$ cat src/hw/bspc_pkg.sv
// Package with constants and types for the buck set point and clock multiplier control.
package bspc_pkg;

  localparam int CLK_PERIOD_NS = 10;

  // Clock multiplier factor: base plus step times the select code.
  localparam logic [2:0] MULT_SEL_RESET = 3'h4;
  localparam logic [6:0] MULT_BASE = 7'h54;
  localparam logic [6:0] MULT_STEP = 7'h03;
  localparam logic MULT_FORCE_RESET = 1'h0;

  // Clock start-up times in ns; a longest time rounds down to whole cycles.
  localparam int COLD_START_NS = 700;
  localparam int PFM_EXIT_NS = 600;
  localparam int COLD_START_CYC = COLD_START_NS / CLK_PERIOD_NS;
  localparam int PFM_EXIT_CYC = PFM_EXIT_NS / CLK_PERIOD_NS;

  // Step times per 25 mV code step, in ns, for the step speed codes 0 to 3.
  localparam int STEP_2US_NS = 2000;
  localparam int STEP_4US_NS = 4000;
  localparam int STEP_8US_NS = 8000;
  localparam int STEP_16US_NS = 16000;
  localparam int STEP_2US_CYC = STEP_2US_NS / CLK_PERIOD_NS;
  localparam int STEP_4US_CYC = STEP_4US_NS / CLK_PERIOD_NS;
  localparam int STEP_8US_CYC = STEP_8US_NS / CLK_PERIOD_NS;
  localparam int STEP_16US_CYC = STEP_16US_NS / CLK_PERIOD_NS;
  localparam int STEP_CNT_W = 11;

  localparam logic [1:0] STEP_SPEED_RESET = 2'h1;
  localparam logic [4:0] CODE_RESET = 5'h00;
  localparam logic [3:0] RANGE_RESET = 4'h0;
  // Range defaults: regulator four always high, two and three high when pin b is grounded.
  localparam logic [3:0] RANGE_DFLT_B_OPEN = 4'h8;
  localparam logic [3:0] RANGE_DFLT_B_GND = 4'he;

  // Field selects of the field write and read port.
  typedef enum logic [2:0] {
    FLD_NORMAL = 3'h0,
    FLD_ALTERNATE = 3'h1,
    FLD_SLEEP = 3'h2,
    FLD_RANGE = 3'h3,
    FLD_SPEED = 3'h4,
    FLD_MULT_SEL = 3'h5,
    FLD_MULT_FORCE = 3'h6
  } bspc_field_t;

  typedef struct packed {
    logic stb;
    bspc_field_t field;
    logic [1:0] buck;
    logic [4:0] data;
  } bspc_wr_t;

  typedef struct packed {
    logic [4:0] code;
    logic high_range_bit;
    logic at_target;
  } bspc_buck_out_t;

  typedef enum {
    CLK_OFF,
    CLK_STARTING,
    CLK_RUNNING
  } bspc_clk_state_t;

endpackage

$ cat src/hw/bspc_top.sv
// Buck set point stepping and switching clock multiplier control.
`timescale 1ns/1ps
module bspc_top (
  // Clock and resets.
  input wire logic MCLK,
  input wire logic NRST,
  input wire logic PRIMARY_RESET_INPUT_N,
  // Field write and read port.
  input wire bspc_pkg::bspc_wr_t WR,
  input wire bspc_pkg::bspc_field_t RD_FIELD,
  input wire logic [1:0] RD_BUCK,
  output logic [4:0] RD_DATA,
  // Pins and startup.
  input wire logic POWERUP_MODE_PIN_B_GND,
  input wire logic STARTUP_DONE,
  input wire logic [1:0] ALTERNATE_SELECT_PIN,
  input wire logic PRIMARY_SLEEP_REQUEST_PIN,
  input wire logic SECONDARY_SLEEP_REQUEST_PIN,
  // Regulator modes and other clock users.
  input wire logic [3:0] BUCK_ON,
  input wire logic [3:0] BUCK_PULSE_FREQUENCY_MODE,
  input wire logic CLK_NEEDED_ELSEWHERE,
  // Multiplier outputs.
  output logic MULT_RUN,
  output logic MULT_CLK_VALID,
  output logic [6:0] MULT_FACTOR,
  // Regulator set point outputs.
  output bspc_pkg::bspc_buck_out_t [3:0] BUCK_OUT
);

  logic mult_force_on_q;
  logic [2:0] mult_factor_sel_q;
  logic [3:0] high_range_bit_q;
  logic startup_done_q;
  logic [4:0] normal_setpoint_code_q [4];
  logic [4:0] alternate_setpoint_code_q [2];
  logic [4:0] sleep_setpoint_code_q [2];
  logic [1:0] step_speed_field_q [2];
  logic [4:0] cur_code_q [4];
  logic [bspc_pkg::STEP_CNT_W-1:0] step_cnt_q [4];
  logic [4:0] target_d [4];
  logic [bspc_pkg::STEP_CNT_W-1:0] step_len [4];
  logic sleep_active;
  logic clk_demand;
  logic any_pfm_on;
  logic [6:0] clk_cnt_q;
  bspc_pkg::bspc_clk_state_t clk_state_q;

  function automatic logic wr_hit(input bspc_pkg::bspc_wr_t w, input bspc_pkg::bspc_field_t f);
    wr_hit = w.stb && (w.field == f);
  endfunction

  // Cycles per code step for a speed code.
  function automatic logic [bspc_pkg::STEP_CNT_W-1:0] step_cycles(input logic [1:0] spd);
    case (spd)
      2'h0: step_cycles = bspc_pkg::STEP_CNT_W'(bspc_pkg::STEP_2US_CYC);
      2'h1: step_cycles = bspc_pkg::STEP_CNT_W'(bspc_pkg::STEP_4US_CYC);
      2'h2: step_cycles = bspc_pkg::STEP_CNT_W'(bspc_pkg::STEP_8US_CYC);
      default: step_cycles = bspc_pkg::STEP_CNT_W'(bspc_pkg::STEP_16US_CYC);
    endcase
  endfunction

  // Code one step nearer to the target; the caller only steps while the two differ.
  function automatic logic [4:0] step_toward(input logic [4:0] cur, input logic [4:0] tgt);
    if (cur < tgt) begin
      step_toward = cur + 5'h01;
    end else begin
      step_toward = cur - 5'h01;
    end
  endfunction

  // Multiplier control fields.
  always_ff @(posedge MCLK or negedge NRST) begin
    if (!NRST) begin
      mult_factor_sel_q <= bspc_pkg::MULT_SEL_RESET;
    end else if (wr_hit(WR, bspc_pkg::FLD_MULT_SEL)) begin
      mult_factor_sel_q <= WR.data[2:0];
    end
  end

  always_ff @(posedge MCLK or negedge NRST) begin
    if (!NRST) begin
      mult_force_on_q <= bspc_pkg::MULT_FORCE_RESET;
    end else if (!PRIMARY_RESET_INPUT_N) begin
      mult_force_on_q <= bspc_pkg::MULT_FORCE_RESET;
    end else if (wr_hit(WR, bspc_pkg::FLD_MULT_FORCE)) begin
      mult_force_on_q <= WR.data[0];
    end
  end

  always_ff @(posedge MCLK or negedge NRST) begin
    if (!NRST) begin
      MULT_FACTOR <= 7'h00;
    end else begin
      MULT_FACTOR <= 7'(bspc_pkg::MULT_BASE + bspc_pkg::MULT_STEP * {4'h0, mult_factor_sel_q});
    end
  end

  // The clock is wanted while any regulator switches in PWM, or when forced or needed elsewhere.
  assign clk_demand = mult_force_on_q || CLK_NEEDED_ELSEWHERE || |(BUCK_ON & ~BUCK_PULSE_FREQUENCY_MODE);
  assign any_pfm_on = |(BUCK_ON & BUCK_PULSE_FREQUENCY_MODE);

  always_ff @(posedge MCLK or negedge NRST) begin
    if (!NRST) begin
      clk_state_q <= bspc_pkg::CLK_OFF;
      clk_cnt_q <= 7'h00;
    end else begin
      case (clk_state_q)
        bspc_pkg::CLK_OFF: begin
          if (clk_demand) begin
            clk_state_q <= bspc_pkg::CLK_STARTING;
            // The demand sample, the move to running and the valid register take three cycles between them,
            // so the count is shortened by three to keep the whole delay within the start-up limit.
            if (any_pfm_on) begin
              // Leaving PULSE_FREQUENCY_MODE is the shorter warm start.
              clk_cnt_q <= 7'(bspc_pkg::PFM_EXIT_CYC - 3);
            end else begin
              clk_cnt_q <= 7'(bspc_pkg::COLD_START_CYC - 3);
            end
          end
        end
        bspc_pkg::CLK_STARTING: begin
          if (!clk_demand) begin
            clk_state_q <= bspc_pkg::CLK_OFF;
          end else if (clk_cnt_q == 7'h00) begin
            clk_state_q <= bspc_pkg::CLK_RUNNING;
          end else begin
            clk_cnt_q <= clk_cnt_q - 7'h01;
          end
        end
        bspc_pkg::CLK_RUNNING: begin
          if (!clk_demand) begin
            clk_state_q <= bspc_pkg::CLK_OFF;
          end
        end
        default: clk_state_q <= bspc_pkg::CLK_OFF;
      endcase
    end
  end

  always_ff @(posedge MCLK or negedge NRST) begin
    if (!NRST) begin
      MULT_RUN <= 1'b0;
      MULT_CLK_VALID <= 1'b0;
    end else begin
      MULT_RUN <= clk_demand;
      MULT_CLK_VALID <= clk_demand && (clk_state_q == bspc_pkg::CLK_RUNNING);
    end
  end

  // Startup completion latch.
  always_ff @(posedge MCLK or negedge NRST) begin
    if (!NRST) begin
      startup_done_q <= 1'b0;
    end else if (STARTUP_DONE) begin
      startup_done_q <= 1'b1;
    end
  end

  // Range bits: defaults from the mode pin at startup, software owned afterwards.
  // A range change shifts the output at once by the range offset, with no stepping.
  always_ff @(posedge MCLK or negedge NRST) begin
    if (!NRST) begin
      high_range_bit_q <= bspc_pkg::RANGE_RESET;
    end else if (STARTUP_DONE && !startup_done_q) begin
      high_range_bit_q <= POWERUP_MODE_PIN_B_GND ? bspc_pkg::RANGE_DFLT_B_GND : bspc_pkg::RANGE_DFLT_B_OPEN;
    end else if (startup_done_q && wr_hit(WR, bspc_pkg::FLD_RANGE)) begin
      // Regulator one has no high range; its bit is stored as written and software keeps it at 0.
      high_range_bit_q[WR.buck] <= WR.data[0];
    end
  end

  // Set point code storage.
  always_ff @(posedge MCLK or negedge NRST) begin
    if (!NRST) begin
      for (int i = 0; i < 4; i++) begin
        normal_setpoint_code_q[i] <= bspc_pkg::CODE_RESET;
      end
    end else if (wr_hit(WR, bspc_pkg::FLD_NORMAL)) begin
      normal_setpoint_code_q[WR.buck] <= WR.data;
    end
  end

  always_ff @(posedge MCLK or negedge NRST) begin
    if (!NRST) begin
      for (int i = 0; i < 2; i++) begin
        alternate_setpoint_code_q[i] <= bspc_pkg::CODE_RESET;
        sleep_setpoint_code_q[i] <= bspc_pkg::CODE_RESET;
        step_speed_field_q[i] <= bspc_pkg::STEP_SPEED_RESET;
      end
    end else if (!WR.buck[1]) begin
      if (wr_hit(WR, bspc_pkg::FLD_ALTERNATE)) begin
        alternate_setpoint_code_q[WR.buck[0]] <= WR.data;
      end
      if (wr_hit(WR, bspc_pkg::FLD_SLEEP)) begin
        sleep_setpoint_code_q[WR.buck[0]] <= WR.data;
      end
      if (wr_hit(WR, bspc_pkg::FLD_SPEED)) begin
        step_speed_field_q[WR.buck[0]] <= WR.data[1:0];
      end
    end
  end

  // Field read back.
  always_ff @(posedge MCLK or negedge NRST) begin
    if (!NRST) begin
      RD_DATA <= 5'h00;
    end else begin
      case (RD_FIELD)
        bspc_pkg::FLD_NORMAL: RD_DATA <= normal_setpoint_code_q[RD_BUCK];
        bspc_pkg::FLD_ALTERNATE: RD_DATA <= RD_BUCK[1] ? 5'h00 : alternate_setpoint_code_q[RD_BUCK[0]];
        bspc_pkg::FLD_SLEEP: RD_DATA <= RD_BUCK[1] ? 5'h00 : sleep_setpoint_code_q[RD_BUCK[0]];
        bspc_pkg::FLD_RANGE: RD_DATA <= {4'h0, high_range_bit_q[RD_BUCK]};
        bspc_pkg::FLD_SPEED: RD_DATA <= RD_BUCK[1] ? 5'h00 : {3'h0, step_speed_field_q[RD_BUCK[0]]};
        bspc_pkg::FLD_MULT_SEL: RD_DATA <= {2'h0, mult_factor_sel_q};
        bspc_pkg::FLD_MULT_FORCE: RD_DATA <= {4'h0, mult_force_on_q};
        default: RD_DATA <= 5'h00;
      endcase
    end
  end

  // Target selection.
  assign sleep_active = PRIMARY_SLEEP_REQUEST_PIN && SECONDARY_SLEEP_REQUEST_PIN;

  always_comb begin
    for (int i = 0; i < 2; i++) begin
      if (sleep_active) begin
        target_d[i] = sleep_setpoint_code_q[i];
      end else if (ALTERNATE_SELECT_PIN[i]) begin
        target_d[i] = alternate_setpoint_code_q[i];
      end else begin
        target_d[i] = normal_setpoint_code_q[i];
      end
    end
    for (int i = 2; i < 4; i++) begin
      target_d[i] = normal_setpoint_code_q[i];
    end
  end

  // Step period per regulator; regulators three and four have no speed field and step at 4 us.
  always_comb begin
    for (int i = 0; i < 2; i++) begin
      step_len[i] = step_cycles(step_speed_field_q[i]);
    end
    for (int i = 2; i < 4; i++) begin
      step_len[i] = step_cycles(2'h1);
    end
  end

  // Code stepping: one code per step period toward the target.
  always_ff @(posedge MCLK or negedge NRST) begin
    if (!NRST) begin
      for (int i = 0; i < 4; i++) begin
        cur_code_q[i] <= bspc_pkg::CODE_RESET;
        step_cnt_q[i] <= '0;
      end
    end else begin
      for (int i = 0; i < 4; i++) begin
        if (cur_code_q[i] == target_d[i]) begin
          step_cnt_q[i] <= '0;
        end else if (step_cnt_q[i] == step_len[i] - 1'b1) begin
          step_cnt_q[i] <= '0;
          cur_code_q[i] <= step_toward(cur_code_q[i], target_d[i]);
        end else begin
          step_cnt_q[i] <= step_cnt_q[i] + 1'b1;
        end
      end
    end
  end

  // Outputs lag the internal code by one cycle so that every port comes from a flip-flop.
  always_ff @(posedge MCLK or negedge NRST) begin
    if (!NRST) begin
      BUCK_OUT <= '0;
    end else begin
      for (int i = 0; i < 4; i++) begin
        BUCK_OUT[i].code <= cur_code_q[i];
        BUCK_OUT[i].high_range_bit <= high_range_bit_q[i];
        BUCK_OUT[i].at_target <= cur_code_q[i] == target_d[i];
      end
    end
  end

endmodule

$ cat config.mk
export PLATFORM = sky130hd
export DESIGN_NAME = bspc_top
export DESIGN_NICKNAME = d
export VERILOG_FILES = /design/src/hw/bspc_pkg.sv /design/src/hw/bspc_top.sv
export SDC_FILE = /design/constraint.sdc
export NUM_CORES = 1
export LEC_CHECK = 0
export ABC_AREA = 1
export BUFFER_PORTS_ARGS = -buffer_cell sky130_fd_sc_hd__buf_2
export CORE_MARGIN = 8
export CORE_UTILIZATION = 40
export CTS_CLUSTER_DIAMETER = 30
export DETAILED_ROUTE_END_ITERATION = 8
export PLACE_DENSITY = 0.69
export SYNTH_ARGS = -nofsm -noshare
export SYNTH_HDL_FRONTEND = slang
export SYNTH_SLANG_ARGS = --single-unit
export TNS_END_PERCENT = 30
$ cat constraint.sdc
create_clock -name MCLK -period 2.1 [get_ports MCLK]
set_input_delay 0.42 -clock MCLK [delete_from_list [all_inputs] [get_ports MCLK]]
set_output_delay 0.42 -clock MCLK [all_outputs]
set_load 0.02 [all_outputs]
==> out/results.txt <==
Seq. cell area -> 0.00421 mm^2
failing checks -> setup timing
Power Density -> 1090 mW/mm^2
Critical-path top delay cell -> fa_2
synthesized cell area -> 0.00904 mm^2
Simple-Gate Fraction of Synth Area -> 25.0%
WL final -> 22.2 mm
RD Place Congestion -> 0.877
vias per cell -> 4.93
number of max-cap violations -> 0
H-tree levels -> 4
Max FO, Critical Path -> 5
starting density of the core -> 40.3%
initial antenna violation count -> 3
hold slack -> 198 ps
placed cells -> 1543
setup TNS -> -1120 ps
largest family of logic cells by synthesized area -> simple AND/OR/NAND/NOR gates
row count -> 55
Reg2Reg Depth -> 15
DRT Pass-1 Iters -> 5
GRT Overall Usage -> 16.4%
multiplexer share of the synthesized area -> 0%
Fin. Hold Viols -> 0
Pwr Total -> 12.5 mW
Netlist cell types -> 46
TritonCTS Buffers -> 17
outcome -> complete, but fails checks
CTS root buf -> clkbuf_16
WL per Instance -> 14.0 um
Fmax -> 0.419 GHz
final setup vio count -> 8
worst vdd ir -> 0.460 mV
post-synthesis sequential area ratio -> 46.5%
Mapped Cells -> 1100
Critical Path End Type -> flip-flop
Worst Path Arrival -> 2710 ps
crit share post-route -> 114%
clock buffer depth -> 2
Synthesized Nets -> 1195
actual slew at the worst max-slew pin -> 526 ps
post-route insts no fill -> 1590
share of cells above drive strength 1 -> 23.0%
DIE HEIGHT -> 166 um
vias post-DR -> 7846
post-place setup slack -> -505 ps
clock sink count -> 168
worst hold path type -> input port to flip-flop
Setup Skew -> 11.3 ps
area of the multi-input gates -> 0.00454 mm^2
FFs w/ async S/R, synth -> 100%
cell mode on critical path -> nand2_1
post-layout min period -> 2390 ps
vias in the first global route -> 7726
I/O Buffers -> 75
RSZ-0062 raised after global routing -> yes
Residual DRC -> 0
predominant post-synthesis flop cell -> dfrtp_1
Critical Path RT -> 2430 ps
YS warnings -> 0
Synth Area in Adders -> 8.86%
register bit total from synthesis -> 168
Util after Layout -> 51.2%
leakage -> 5.80 nW
Hold Path Depth -> 3
post-synthesis compound-gate area fraction -> 9.58%
Nets -> 1386
largest net degree at the start of global routing -> 55
number of synthesized flops with an enable pin -> 0
Synth area leader -> dfrtp_1
DP Area -> 0.0105 mm^2
HPWL after DPL -> 16.3 mm
Critical Path Max Stage Delay -> 380 ps
clock latency on the worst-skew pair -> 440 ps
core area -> 0.0224 mm^2
critical path, cell by cell -> inv_2, o211ai_1, o21ai_1, ha_1, a21oi_2, nand3_4, fa_2, nand2_1, nand2_1, a21oi_2, inv_1, nand2_1, nand2_1, nand2_1, nand2_1
final worst slack -> -287 ps
Die Width -> 166 um
crit path kind -> flip-flop to flip-flop
XOR/XNOR Fraction of Synth Area -> 3.20%
Reg clk slew, reported paths -> 70 ps
number of nets still failing antenna checks after routing -> 0
Die Area -> 0.0277 mm^2
Area contributors post-synth -> dfrtp_1 (46%), nand2_1 (11%), ha_1 (7.7%)
Synth Area per Inst -> 8.22 um^2
Starting DRT DRC Count -> 566
fill cell count -> 2073
num ports -> 76
max_slew headroom -> 64.9%
Worst setup SP type -> flip-flop
Slew Limit Fails -> 0
Layout area overhead -> 27.0%
top cell type's share of synthesized area -> 45.7%
TritonCTS clock tree -> yes
GRT Residual Overflow -> 0
global-route wire length before repair -> 37.4 mm
final instance area -> 0.0115 mm^2
-- per-layer routing --
| metal | part of all wire (%) | track usage (%) |
|---|---|---|
| met2 | 48 | 27.0 |
| met4 | 1.9 | 6.11 |
| met1 | 46 | 20.7 |
| met3 | 4.4 | 3.66 |
| met5 | 0.081 | 0 |
-- final timing paths --
check,startpoint,to,slack (ps)
setup / recovery,normal_setpoint_code_q[14]$_DFFE_PN0P_,cur_code_q[14]$_DFFE_PN0P_,-290
hold / removal,STARTUP_DONE,startup_done_q$_DFFE_PN0P_,200
setup reg to reg,normal_setpoint_code_q[14]$_DFFE_PN0P_,cur_code_q[14]$_DFFE_PN0P_,-290
hold reg to reg,high_range_bit_q[0]$_DFFE_PN0P_,BUCK_OUT[1]$_DFF_PN0_,400
max in group asynchronous,NRST,mult_factor_sel_q[2]$_DFFE_PN1P_,930
min in group asynchronous,NRST,step_cnt_q[23]$_DFF_PN0_,490
-- cells by family (layout without fill, tap and decap cells) --
group                      after synthesis  in the layout
adders and majority gates               61             61
DFF                                    168            168
other                                    1              2
AOI/OAI and AO/OA                      161            161
xor gates and xnor gates                33             33
buffers and inverters                  160            364
and+or+nand+nor                        516            516
-- report_power, final --
part	total (mW)	leakage [nW]	switching, mW	internal [mW]
clock	3.14	0.284	1.45	1.69
combinational	4.89	3.38	2.71	2.18
sequential	4.46	2.14	0.524	3.94
total	12.5	5.80	4.69	7.80
-- synth_stat cells (3+ instances only) --
cell type / n
nor2_2: 5
nand3_2: 6
a21oi_1: 28
inv_1: 147
o21ai_1: 5
buf_2: 4
dfrtp_1: 165
nor2_1: 101
nor3b_1: 3
a21boi_0: 3
nand2_1: 275
o21ai_0: 103
o211ai_1: 7
nor3_1: 24
ha_1: 56
nand3_1: 63
nor4_1: 4
fa_1: 5
nand4_1: 19
xnor2_1: 13
a31oi_1: 3
dfstp_2: 3
clkbuf_1: 6
xor2_1: 20
-- cell usage in the layout (no fill, tap or decap), drive strengths merged, types with 3 or more instances in the layout --
| cell | synthesis | routed |
|---|---|---|
| buf | 5 | 182 |
| a21oi | 28 | 28 |
| clkbuf | 6 | 17 |
| xnor2 | 13 | 13 |
| clkinv | 2 | 6 |
| nor2 | 108 | 108 |
| nand3 | 69 | 69 |
| dfstp | 3 | 3 |
| a31oi | 3 | 3 |
| dfrtp | 165 | 165 |
| xor2 | 20 | 20 |
| nand2 | 277 | 277 |
| nand4 | 19 | 19 |
| nor3 | 26 | 26 |
| o21ai | 108 | 108 |
| a21boi | 3 | 3 |
| inv | 147 | 155 |
| nor4 | 6 | 6 |
| ha | 56 | 56 |
| fa | 5 | 5 |
| nor3b | 5 | 5 |
| o211ai | 7 | 7 |
-- state kept, by name, indices dropped and copies added, names as in the netlist --
| signal | cells |
|---|---|
| MULT_RUN | 1 |
| mult_factor_sel_q | 3 |
| cur_code_q | 20 |
| sleep_setpoint_code_q | 10 |
| high_range_bit_q | 4 |
| startup_done_q | 1 |
| BUCK_OUT | 28 |
| RD_DATA | 5 |
| step_speed_field_q | 4 |
| clk_cnt_q | 7 |
| alternate_setpoint_code_q | 10 |
| normal_setpoint_code_q | 20 |
| mult_force_on_q | 1 |
| clk_state_q | 2 |
| MULT_CLK_VALID | 1 |
| step_cnt_q | 44 |
| MULT_FACTOR | 7 |
-- what timing repair did --
action / CTS / global route
setup endpoints to repair: 11 / 35
endpoints found under the hold margin: 38 / 0
hold buffers: 1 / 0
resized for setup: 27 / 42
pin swaps: 19 / 29
cloned: 0 / 0
setup buffers: 3 / 10
-- critical path, delay by kind of cell, from the launching register on --
family                     cells  cell delay, ps
adders and majority gates      2             720
AOI/OAI and AO/OA              4             600
and+or+nand+nor                7             470
DFF                            1             370
buffers and inverters          2             110
-- area by class of cell --
cell class,count,share of cell area [%]
Sequential cell,168,36.7
Clock buffer,17,3.71
Tap cell,285,3.11
Inverter,149,4.87
Clock inverter,15,1.41
Timing Repair Buffer,183,10.7
Multi-Input combinational cell,772,39.6
Antenna cell,1,0.0218
Power figures use the tool's default switching activity.
